<file path="config.mk">
export PLATFORM = sky130hd
export DESIGN_NAME = health_card_flat
export DESIGN_NICKNAME = d
export VERILOG_FILES = /design/src/core/health_query_pkg.sv /design/src/core/health_query_if.sv /design/src/core/health_arg_decode.sv /design/src/core/health_card.sv /design/src/flat_wrapper.sv
export SDC_FILE = /design/constraint.sdc
export NUM_CORES = 2
export LEC_CHECK = 0
export BUFFER_PORTS_ARGS = -buffer_cell sky130_fd_sc_hd__buf_4
export CORE_AREA = 2 2 389 391
export CTS_BUF_LIST = sky130_fd_sc_hd__clkbuf_4
export CTS_CLUSTER_SIZE = 40
export DETAILED_ROUTE_END_ITERATION = 12
export DIE_AREA = 0 0 391 393
export PLACE_DENSITY_LB_ADDON = 0.12
export SLEW_MARGIN = 25
export SYNTH_ARGS = -nofsm -noshare
export SYNTH_HDL_FRONTEND = slang
export SYNTH_SLANG_ARGS = --single-unit
</file>
<file path="constraint.sdc">
create_clock -name i_mclk -period 3.2 [get_ports i_mclk]
set_input_delay 0.16 -clock i_mclk [delete_from_list [all_inputs] [get_ports i_mclk]]
set_output_delay 0.16 -clock i_mclk [all_outputs]
set_load 0.1 [all_outputs]
</file>
<file path="src/core/health_query_pkg.sv">
// constants shared by both ends of the health-report general command link
// assumes one clock at 50 MHz and a synchronous active-low reset
package health_query_pkg;
	// argument fields
	localparam int ARG_W = 32;
	localparam int DIR_BIT = 0;
	localparam int IDX_LSB = 1;
	localparam int IDX_W = 7;
	localparam int FARG1_LSB = 8;
	localparam int FARG2_LSB = 16;
	localparam int FARG3_LSB = 24;
	localparam logic [6:0] IDX_RETRIEVE = 7'h10;
	localparam logic [6:0] IDX_PRELOAD = 7'h08;
	// report sector
	localparam int SECTOR_BYTES = 512;
	localparam logic [8:0] LAST_BYTE = 9'h1ff;
	localparam int OFS_DIE_ID = 0;
	localparam int OFS_CTRL_REV = 9;
	localparam int OFS_FW_REV = 11;
	localparam int OFS_CE_COUNT = 14;
	localparam int OFS_BB_REPLACE_MAX = 16;
	localparam int OFS_BB_TABLE = 32;
	localparam int OFS_GOOD_PCT = 64;
	localparam int OFS_ERASE_TOTAL = 80;
	localparam int OFS_LIFE_PCT = 96;
	localparam int OFS_ERASE_LOW = 98;
	localparam int OFS_ERASE_HIGH = 104;
	localparam int OFS_POWER_UP = 112;
	localparam int OFS_ABN_OFF = 128;
	localparam int OFS_REFRESH = 160;
	localparam int OFS_MARKER = 176;
	localparam int OFS_BB_TABLE2 = 184;
	localparam int OFS_RESERVED = 216;
	localparam int STAT_W = 8 * OFS_RESERVED;
	// command response status
	localparam logic [1:0] RSP_OK = 2'h0;
	localparam logic [1:0] RSP_BAD_INDEX = 2'h1;
	localparam logic [1:0] RSP_NO_PRELOAD = 2'h2;
	localparam logic [1:0] RSP_BAD_ARG = 2'h3;
endpackage

</file>
<file path="src/core/health_query_if.sv">
// command, response and data stream between host end and card end
// assumes both ends share i_mclk
`timescale 1ns/100ps
interface health_query_if;
	logic cmd_valid;
	logic [31:0] cmd_arg;
	logic cmd_ready;
	logic rsp_valid;
	logic [1:0] rsp_status;
	logic dat_valid;
	logic [7:0] dat_byte;
	logic dat_last;
	logic dat_ready;
	modport card (input cmd_valid, cmd_arg, dat_ready,
		output cmd_ready, rsp_valid, rsp_status, dat_valid, dat_byte, dat_last);
	modport host (output cmd_valid, cmd_arg, dat_ready,
		input cmd_ready, rsp_valid, rsp_status, dat_valid, dat_byte, dat_last);
endinterface

</file>
<file path="src/core/health_arg_decode.sv">
// splits a general command argument into direction, index and three bytes
// pure combinational, used by the card end
`timescale 1ns/100ps
module health_arg_decode (
	// argument in
	input wire logic [31:0] i_arg,
	// fields out
	output logic o_read,
	output logic [6:0] o_index,
	output logic [7:0] o_farg1,
	output logic [7:0] o_farg2,
	output logic [7:0] o_farg3,
	output logic o_upper_clear
);
	assign o_read = i_arg[health_query_pkg::DIR_BIT];
	assign o_index = i_arg[health_query_pkg::IDX_LSB +: health_query_pkg::IDX_W];
	assign o_farg1 = i_arg[health_query_pkg::FARG1_LSB +: 8];
	assign o_farg2 = i_arg[health_query_pkg::FARG2_LSB +: 8];
	assign o_farg3 = i_arg[health_query_pkg::FARG3_LSB +: 8];
	assign o_upper_clear = (i_arg[31:8] == 24'h000000);
endmodule

</file>
<file path="src/core/health_card.sv">
// card end: answers health-report general commands
// assumes a host on the interface and live statistics on the user ports
// Notes on behaviour
// argument bit 0: one read, zero write
// bits 7..1 choose the function index
// read index 10h fetches prepared report
// write index 08h pre-loads the report
// bytes 1..3 are function arguments
// host pre-loads before it retrieves
// pre-load: upper bits zero, no data
// retrieve: bits 8..31 zero, 512 bytes
// identifier, revisions, chip-enable count placed
// bad-block max, table, good percentage placed
// erase total and remaining life placed
// erase statistics low words then high
// power-up, abnormal-off, refresh counts placed
// marker and second table; rest reserved
// reserved zero; data from last pre-load
// unknown index or no pre-load: error
`timescale 1ns/100ps
module health_card (
	// clock and reset
	input wire logic i_mclk,
	input wire logic i_rst_n,
	// link
	health_query_if.card bus,
	// live statistics
	input wire logic [71:0] i_memory_die_identifier,
	input wire logic [15:0] i_controller_revision,
	input wire logic [15:0] i_firmware_revision,
	input wire logic [7:0] i_ce_count,
	input wire logic [15:0] i_bb_replace_max,
	input wire logic [255:0] i_bb_table,
	input wire logic [15:0] i_good_pct,
	input wire logic [31:0] i_erase_total,
	input wire logic [15:0] i_life_pct,
	input wire logic [47:0] i_erase_low,
	input wire logic [47:0] i_erase_high,
	input wire logic [31:0] i_power_up_count,
	input wire logic [15:0] i_abn_off_count,
	input wire logic [15:0] i_refresh_count,
	input wire logic [63:0] i_marker,
	input wire logic [255:0] i_bb_table2,
	// status
	output logic o_busy,
	output logic [7:0] o_last_farg1,
	output logic [7:0] o_last_farg2,
	output logic [7:0] o_last_farg3
);
	typedef enum logic [1:0] {
		ST_IDLE = 2'h0,
		ST_RESP = 2'h1,
		ST_SEND = 2'h3
	} card_state_t;

	localparam int SW = health_query_pkg::STAT_W;

	card_state_t state_ff, nxt_state;
	logic [SW-1:0] snap_ff, nxt_snap;
	logic loaded_ff, nxt_loaded;
	logic [8:0] cnt_ff, nxt_cnt;
	logic [1:0] status_ff, nxt_status;
	logic send_ff, nxt_send;
	logic [7:0] byte_ff, nxt_byte;
	logic [23:0] farg_ff, nxt_farg;
	logic [SW-1:0] live;

	logic d_read;
	logic [6:0] d_index;
	logic [7:0] d_farg1;
	logic [7:0] d_farg2;
	logic [7:0] d_farg3;
	logic d_clear;

	health_arg_decode u_dec (
		.i_arg(bus.cmd_arg),
		.o_read(d_read),
		.o_index(d_index),
		.o_farg1(d_farg1),
		.o_farg2(d_farg2),
		.o_farg3(d_farg3),
		.o_upper_clear(d_clear)
	);

	// byte at sector position, zero past the used area
	function automatic logic [7:0] sector_byte(input logic [SW-1:0] img, input logic [8:0] pos);
		logic [7:0] b;
		b = 8'h00;
		if (pos < 9'(health_query_pkg::OFS_RESERVED)) begin
			b = img[8*pos +: 8];
		end
		return b;
	endfunction

	// ****************************************
	// report image layout
	// ****************************************
	always_comb begin
		live = '0;
		live[8*health_query_pkg::OFS_DIE_ID +: 72] = i_memory_die_identifier;
		live[8*health_query_pkg::OFS_CTRL_REV +: 16] = i_controller_revision;
		live[8*health_query_pkg::OFS_FW_REV +: 16] = i_firmware_revision;
		live[8*health_query_pkg::OFS_CE_COUNT +: 8] = i_ce_count;
		live[8*health_query_pkg::OFS_BB_REPLACE_MAX +: 16] = i_bb_replace_max;
		live[8*health_query_pkg::OFS_BB_TABLE +: 256] = i_bb_table;
		live[8*health_query_pkg::OFS_GOOD_PCT +: 16] = i_good_pct;
		live[8*health_query_pkg::OFS_ERASE_TOTAL +: 32] = i_erase_total;
		live[8*health_query_pkg::OFS_LIFE_PCT +: 16] = i_life_pct;
		live[8*health_query_pkg::OFS_ERASE_LOW +: 48] = i_erase_low;
		live[8*health_query_pkg::OFS_ERASE_HIGH +: 48] = i_erase_high;
		live[8*health_query_pkg::OFS_POWER_UP +: 32] = i_power_up_count;
		live[8*health_query_pkg::OFS_ABN_OFF +: 16] = i_abn_off_count;
		live[8*health_query_pkg::OFS_REFRESH +: 16] = i_refresh_count;
		live[8*health_query_pkg::OFS_MARKER +: 64] = i_marker;
		live[8*health_query_pkg::OFS_BB_TABLE2 +: 256] = i_bb_table2;
	end

	// ****************************************
	// command handling
	// ****************************************
	always_comb begin
		nxt_state = state_ff;
		nxt_snap = snap_ff;
		nxt_loaded = loaded_ff;
		nxt_cnt = cnt_ff;
		nxt_status = status_ff;
		nxt_send = send_ff;
		nxt_byte = byte_ff;
		nxt_farg = farg_ff;
		case (state_ff)
			ST_IDLE: begin
				if (bus.cmd_valid) begin
					nxt_farg = {d_farg3, d_farg2, d_farg1};
					nxt_send = 1'b0;
					nxt_state = ST_RESP;
					if (!d_read && d_index == health_query_pkg::IDX_PRELOAD) begin
						if (d_clear) begin
							nxt_snap = live;
							nxt_loaded = 1'b1;
							nxt_status = health_query_pkg::RSP_OK;
						end else begin
							nxt_status = health_query_pkg::RSP_BAD_ARG;
						end
					end else if (d_read && d_index == health_query_pkg::IDX_RETRIEVE) begin
						if (!loaded_ff) begin
							nxt_status = health_query_pkg::RSP_NO_PRELOAD;
						end else if (!d_clear) begin
							nxt_status = health_query_pkg::RSP_BAD_ARG;
						end else begin
							nxt_status = health_query_pkg::RSP_OK;
							nxt_send = 1'b1;
							nxt_cnt = 9'h000;
							nxt_byte = sector_byte(snap_ff, 9'h000);
						end
					end else begin
						nxt_status = health_query_pkg::RSP_BAD_INDEX;
					end
				end
			end
			ST_RESP: begin
				nxt_state = send_ff ? ST_SEND : ST_IDLE;
			end
			ST_SEND: begin
				if (bus.dat_ready) begin
					if (cnt_ff == health_query_pkg::LAST_BYTE) begin
						nxt_state = ST_IDLE;
						nxt_send = 1'b0;
					end else begin
						nxt_cnt = cnt_ff + 9'h001;
						nxt_byte = sector_byte(snap_ff, cnt_ff + 9'h001);
					end
				end
			end
			default: begin
				nxt_state = ST_IDLE;
			end
		endcase
	end

	always_ff @(posedge i_mclk) begin
		if (!i_rst_n) begin
			state_ff <= ST_IDLE;
			snap_ff <= '0;
			loaded_ff <= 1'b0;
			cnt_ff <= 9'h000;
			status_ff <= health_query_pkg::RSP_OK;
			send_ff <= 1'b0;
			byte_ff <= 8'h00;
			farg_ff <= 24'h000000;
		end else begin
			state_ff <= nxt_state;
			snap_ff <= nxt_snap;
			loaded_ff <= nxt_loaded;
			cnt_ff <= nxt_cnt;
			status_ff <= nxt_status;
			send_ff <= nxt_send;
			byte_ff <= nxt_byte;
			farg_ff <= nxt_farg;
		end
	end

	assign bus.cmd_ready = (state_ff == ST_IDLE);
	assign bus.rsp_valid = (state_ff == ST_RESP);
	assign bus.rsp_status = status_ff;
	assign bus.dat_valid = (state_ff == ST_SEND);
	assign bus.dat_byte = byte_ff;
	assign bus.dat_last = (state_ff == ST_SEND) && (cnt_ff == health_query_pkg::LAST_BYTE);
	assign o_busy = (state_ff != ST_IDLE);
	assign o_last_farg1 = farg_ff[7:0];
	assign o_last_farg2 = farg_ff[15:8];
	assign o_last_farg3 = farg_ff[23:16];
endmodule

</file>
<file path="src/flat_wrapper.sv">
// flat-port wrapper written by rule: the top's interface ports become plain ports
module health_card_flat 
  (i_mclk, i_rst_n, i_memory_die_identifier, i_controller_revision, i_firmware_revision, i_ce_count, i_bb_replace_max, i_bb_table, i_good_pct, i_erase_total, i_life_pct, i_erase_low, i_erase_high, i_power_up_count, i_abn_off_count, i_refresh_count, i_marker, i_bb_table2, o_busy, o_last_farg1, o_last_farg2, o_last_farg3, bus_cmd_valid, bus_cmd_arg, bus_dat_ready, bus_cmd_ready, bus_rsp_valid, bus_rsp_status, bus_dat_valid, bus_dat_byte, bus_dat_last);
  health_query_if bus_i ();
  input wire logic i_mclk;
  input wire logic i_rst_n;
  input wire logic [71:0] i_memory_die_identifier;
  input wire logic [15:0] i_controller_revision;
  input wire logic [15:0] i_firmware_revision;
  input wire logic [7:0] i_ce_count;
  input wire logic [15:0] i_bb_replace_max;
  input wire logic [255:0] i_bb_table;
  input wire logic [15:0] i_good_pct;
  input wire logic [31:0] i_erase_total;
  input wire logic [15:0] i_life_pct;
  input wire logic [47:0] i_erase_low;
  input wire logic [47:0] i_erase_high;
  input wire logic [31:0] i_power_up_count;
  input wire logic [15:0] i_abn_off_count;
  input wire logic [15:0] i_refresh_count;
  input wire logic [63:0] i_marker;
  input wire logic [255:0] i_bb_table2;
  output logic o_busy;
  output logic [7:0] o_last_farg1;
  output logic [7:0] o_last_farg2;
  output logic [7:0] o_last_farg3;
  input wire logic [$bits(bus_i.cmd_valid)-1:0] bus_cmd_valid;
  input wire logic [$bits(bus_i.cmd_arg)-1:0] bus_cmd_arg;
  input wire logic [$bits(bus_i.dat_ready)-1:0] bus_dat_ready;
  output wire logic [$bits(bus_i.cmd_ready)-1:0] bus_cmd_ready;
  output wire logic [$bits(bus_i.rsp_valid)-1:0] bus_rsp_valid;
  output wire logic [$bits(bus_i.rsp_status)-1:0] bus_rsp_status;
  output wire logic [$bits(bus_i.dat_valid)-1:0] bus_dat_valid;
  output wire logic [$bits(bus_i.dat_byte)-1:0] bus_dat_byte;
  output wire logic [$bits(bus_i.dat_last)-1:0] bus_dat_last;
  assign bus_i.cmd_valid = bus_cmd_valid;
  assign bus_i.cmd_arg = bus_cmd_arg;
  assign bus_i.dat_ready = bus_dat_ready;
  assign bus_cmd_ready = bus_i.cmd_ready;
  assign bus_rsp_valid = bus_i.rsp_valid;
  assign bus_rsp_status = bus_i.rsp_status;
  assign bus_dat_valid = bus_i.dat_valid;
  assign bus_dat_byte = bus_i.dat_byte;
  assign bus_dat_last = bus_i.dat_last;
  health_card u_core (.i_mclk(i_mclk), .i_rst_n(i_rst_n), .bus(bus_i), .i_memory_die_identifier(i_memory_die_identifier), .i_controller_revision(i_controller_revision), .i_firmware_revision(i_firmware_revision), .i_ce_count(i_ce_count), .i_bb_replace_max(i_bb_replace_max), .i_bb_table(i_bb_table), .i_good_pct(i_good_pct), .i_erase_total(i_erase_total), .i_life_pct(i_life_pct), .i_erase_low(i_erase_low), .i_erase_high(i_erase_high), .i_power_up_count(i_power_up_count), .i_abn_off_count(i_abn_off_count), .i_refresh_count(i_refresh_count), .i_marker(i_marker), .i_bb_table2(i_bb_table2), .o_busy(o_busy), .o_last_farg1(o_last_farg1), .o_last_farg2(o_last_farg2), .o_last_farg3(o_last_farg3));
endmodule
</file>
==> summary.md, run 1 <==
| Metric | Value |
|---|---|
| Dominant synthesized flop cell | `dfxtp_1` |
| Hold buffers post-CTS | `1,635` |
| Area leader, netlist | `dfxtp_1` |
| Top-area cell type share of the netlist area | `0.441` |
| Maximum clock path buffer count | `4` |
| HPWL after detailed placement | `151,000 um` |
| Post-Syn Nets | `5,950` |
| Site row count | `142` |
| Fraction of registers with async set/reset | `0` |
| Root Driver | `clkbuf_4` |
| Num ports | `1,003` |
| Starting density of the core | `0.297` |
| Err | `[ERROR RSZ-0060] Max buffer count reached.` |
| Status | `did not finish` |
| Ranking of synthesized cells by area | `dfxtp_1 44%, nand2_1 17%, a21boi_0 13%` |
| Syn Area/Cell | `8.88 um2` |
| Postcts setup bufs | `8` |
| Die Y | `393 um` |
| Post-synth EDFFs | `0` |
| Post-synth top cells | `1,981 x nand2_1, 975 x dfxtp_1, 770 x a21boi_0, 224 x clkbuf_1, 220 x mux4_2` |
| Stage reached | `clock tree synthesis` |
| Buffers on Ports | `1,002` |
| Top-count cell post-synth | `nand2_1` |
| Sequential area share after synthesis | `0.441` |
| CTS Buf Count | `301` |
| Dpl cells | `7,679` |
| Setup WS pre-CTS | `-502 ps` |
| Post_cts resized | `25` |
| FF+latch count, synth | `975` |
| H-tree levels | `5` |
| CTS Sinks | `975` |
| Die W | `391 um` |
| Routability cong. | `0.861` |
| Post-Synthesis Cell Area | `44,300 um2` |
| Gate count of the mapped netlist | `4,984` |
| Synth warn | `0` |
| Distinct cell type count after synthesis | `69` |
through the flow:
stage	TNS (ps)	util	hold slack [ps]	cell area [um2]
floorplan	0	-	299	44300
detailed placement	-1550	0.363	424	54200
global placement	-1840	0.363	416	54200
cells by family after synthesis:
kind of cell             share of synthesized area
AND/OR/NAND/NOR                              0.188
AO/OA/AOI/OAI                                0.189
flip-flops                                   0.441
buffers and inverters                       0.0459
multiplexers                                 0.133
XOR/XNOR                                   0.00237
adder cells (fa/ha/maj)                   0.000565
==> inputs of run 2 (changes only) <==
- CORE_AREA: 2 2 389 391 -> default
- CORE_MARGIN: default -> 2
- CORE_UTILIZATION: default -> 25
- CTS_BUF_LIST: sky130_fd_sc_hd__clkbuf_4 -> default
- CTS_CLUSTER_SIZE: 40 -> default
- DIE_AREA: 0 0 391 393 -> default
- PLACE_DENSITY_LB_ADDON: 0.12 -> 0.15
==> run 2 against run 1 <==
Against the previous run: the run now ends clean; synthesized area did not move; synthesized cell count unchanged.
==> summary.md, run 2 <==
| Metric | Value |
|---|---|
| Per-cell routed wire length | `23.2 um` |
| DRC | `0` |
| First-pass GRT wire length | `304,000 um` |
| Syn Area/Cell | `8.88 um2` |
| Met1 Track Usage GR | `0.277` |
| Dpl cells | `8,104` |
| Post-synth top cells | `1,981 x nand2_1, 975 x dfxtp_1, 770 x a21boi_0, 224 x clkbuf_1, 220 x mux4_2` |
| # setup viols final | `0` |
| Period utilization | `0.976` |
| Fin cells | `9,352` |
| Max_slew headroom | `0.348` |
| Fraction of registers with async set/reset | `0` |
| Worst skew pair latency | `750 ps` |
| Post-Syn Nets | `5,950` |
| Slowest stage cell, crit path | `mux4_2` |
| Flop2flop setup slack | `80 ps` |
| Min-delay worst type | `input port to register` |
| Die W | `425 um` |
| Vias in the first global route | `45,100` |
| Area leader, netlist | `dfxtp_1` |
| Commonest non-fill, non-tap cell in the layout | `nand2_1` |
| Buffers on Ports | `1,002` |
| Maximum clock path buffer count | `3` |
| Top-area cell type share of the netlist area | `0.441` |
| Critical Path RT | `3810 ps` |
| Clock transition at path regs | `60 ps` |
| Distinct cell type count after synthesis | `69` |
| Leakage power | `25.1 nW` |
| CP peak stage delay | `520 ps` |
| Vias per std cell | `4.65` |
| Family with the most delay on the worst path | `compound AO/OA/AOI/OAI gates` |
| Met3 usage | `0.0302` |
| CTS Buf Count | `115` |
| Ranking of synthesized cells by area | `dfxtp_1 44%, nand2_1 17%, a21boi_0 13%` |
| Post-synthesis xor/xnor area fraction | `0.00237` |
| Dominant synthesized flop cell | `dfxtp_1` |
| Largest family of logic cells by synthesized area | `compound AO/OA/AOI/OAI gates` |
| Filler cell count | `17,800` |
| CTS tree | `built` |
| F_max | `0.320 GHz` |
| Post-synth EDFFs | `0` |
| Sequential area share after synthesis | `0.441` |
| Max_cap viols | `0` |
| Final Skew | `41.2 ps` |
| Worst Setup Path Type | `register to register` |
| GRT met2 Usage | `0.391` |
| Fin. Hold Viols | `0` |
| HPWL after detailed placement | `160,000 um` |
| Routability cong. | `0.855` |
| Die area | `180,000 um2` |
| Worst Tran Pin Value | `977 ps` |
| Crit path launch type | `register` |
| Vias | `43,500` |
| Busiest grt layer | `met2` |
| Critical Path Most Common Cell | `buf_4` |
| Post-synthesis adder-cell area fraction | `0.000565` |
| RSZ-0062 raised after global routing | `false` |
| Sequence of cells on the critical path | `ha_4 > buf_12 > buf_16 > buf_4 > mux4_2 > a221oi_2 > a31oi_2 > a221o_1 > o211ai_1 > buf_4 > a21oi_1` |
| Power Dens Cells | `413 nW/um2` |
| FF+latch count, synth | `975` |
| DRT Pass-1 Iters | `8` |
| Num ports | `1,003` |
| Status | `finished, final reports clean` |
| Simple-gate area share of the yosys netlist | `0.188` |
| Antenna viol nets, final | `0` |
| Max reg flops | `928` |
| Synth warn | `0` |
| CP arrival | `3740 ps` |
| Initial antenna violation count | `27` |
| Grt total ovfl | `0` |
| Slew Viols, Final | `0` |
| Starting density of the core | `0.251` |
| Final WL | `217,000 um` |
| CP bufs+invs | `4` |
| Fin nets | `7,871` |
| Gr usage total | `0.230` |
| Top-count cell post-synth | `nand2_1` |
| Core Area | `176,000 um2` |
| Largest net degree at the start of global routing | `159` |
| Die Y | `425 um` |
| Layout area overhead | `56.5%` |
| Crit Path Max Fanout | `9` |
| Final Hold Slack | `85.0 ps` |
| IR drop worst, VDD | `0.000403 V` |
| CTS Sinks | `975` |
| Post-synthesis compound-gate area fraction | `0.189` |
| Most flops, register | `u_core.snap_ff` |
| Mux share of post-synthesis cell area | `0.133` |
| Site row count | `154` |
| H-tree levels | `3` |
| Layout cells sized above 1 | `0.236` |
| Largest registers | `u_core.snap_ff (928), u_core.farg_ff (24), u_core.cnt_ff (9)` |
| DR iter-0 viols | `2,526` |
| Gate count of the mapped netlist | `4,984` |
| Commonest cells after routing, fill and taps aside | `1,981 x nand2_1, 1,154 x buf_4, 1,014 x dlygate4sd3_1` |
| Root Driver | `clkbuf_16` |
| Final worst path period need | `3120 ps` |
| Worst setup EP type | `register` |
| Post-Synthesis Cell Area | `44,300 um2` |
[run 2: cell counts after synthesis]
Identical to the previous run, type by type.
[run 2: logic make-up after synthesis]
family,count (synthesis)
and+or+nand+nor,2151
AOI/OAI and AO/OA,1128
muxes,294
adders and majority gates,2
buffers and inverters,425
DFF,975
xor gates and xnor gates,9
[run 2: final cells by class]
| type | count | area (um2) | share of cell area |
|---|---|---|---|
| antenna | 16 | 40.0 | 0.000578 |
| sequential | 975 | 19500 | 0.282 |
| timing repair buffer | 2224 | 19900 | 0.288 |
| tap | 2340 | 2930 | 0.0423 |
| inverter | 5 | 18.8 | 0.000271 |
| multi-input combinational | 3584 | 22900 | 0.331 |
| clock buffer | 170 | 3380 | 0.0487 |
| clock inverter | 38 | 534 | 0.00771 |
[run 2: power by group]
| part | switching [mW] | internal (mW) | leakage [nW] |
|---|---|---|---|
| Sequential | 0.0107 | 12.2 | 7.85 |
| Combinational | 0.975 | 1.74 | 15.3 |
| Clock | 5.63 | 8.09 | 1.92 |
[run 2: what timing repair did]
action / CTS / global route
pin swaps: 2 / 4
gates cloned: 1 / 2
hold buffers: 1014 / 0
resized for setup: 12 / 20
endpoints found under the hold margin: 959 / 0
setup buffers: 6 / 1
endpoints found under the setup margin: 8 / 35
[run 2: worst paths after layout]
kind | from | to | depth (start not counted)
worst max-delay path | u_core.cnt_ff[0] | u_core.bus.dat_byte[5] | 11
worst min-delay path | bus_cmd_arg[7] | u_core.send_ff | 6
worst max register to register | u_core.cnt_ff[0] | u_core.bus.dat_byte[5] | 11
worst min register to register | u_core.snap_ff[656] | u_core.snap_ff[656] | 2
[run 2: stage by stage]
stage	utilization	area, um2	TNS [ps]	setup WS [ps]	power [mW]
2_1_floorplan	-	44300	0	480	12.9
3_3_place_gp	0.312	54900	-1230	-457	14.1
3_5_place_dp	0.312	54900	-1090	-423	14.1
4_1_cts	0.392	69100	-34.5	-34.5	28.9
5_1_grt	0.393	69300	0	2.59	29.5
6_report	0.393	69300	0	77.9	28.6
[run 2: tightest hold or removal path, cell delays in order]
cell and delay [ps]:
buf_4 80, nor4b_1 50, nand3_1 220, nor3_1 80, a21oi_1 110, nor2b_1 50
[run 2: metal layers]
metal	wire (um)	share of wire
met1	89800	0.41
met2	104000	0.48
met3	8020	0.037
met4	14400	0.066
met5	41	0.00019
Note: power is estimated with default switching activity, not from simulation.
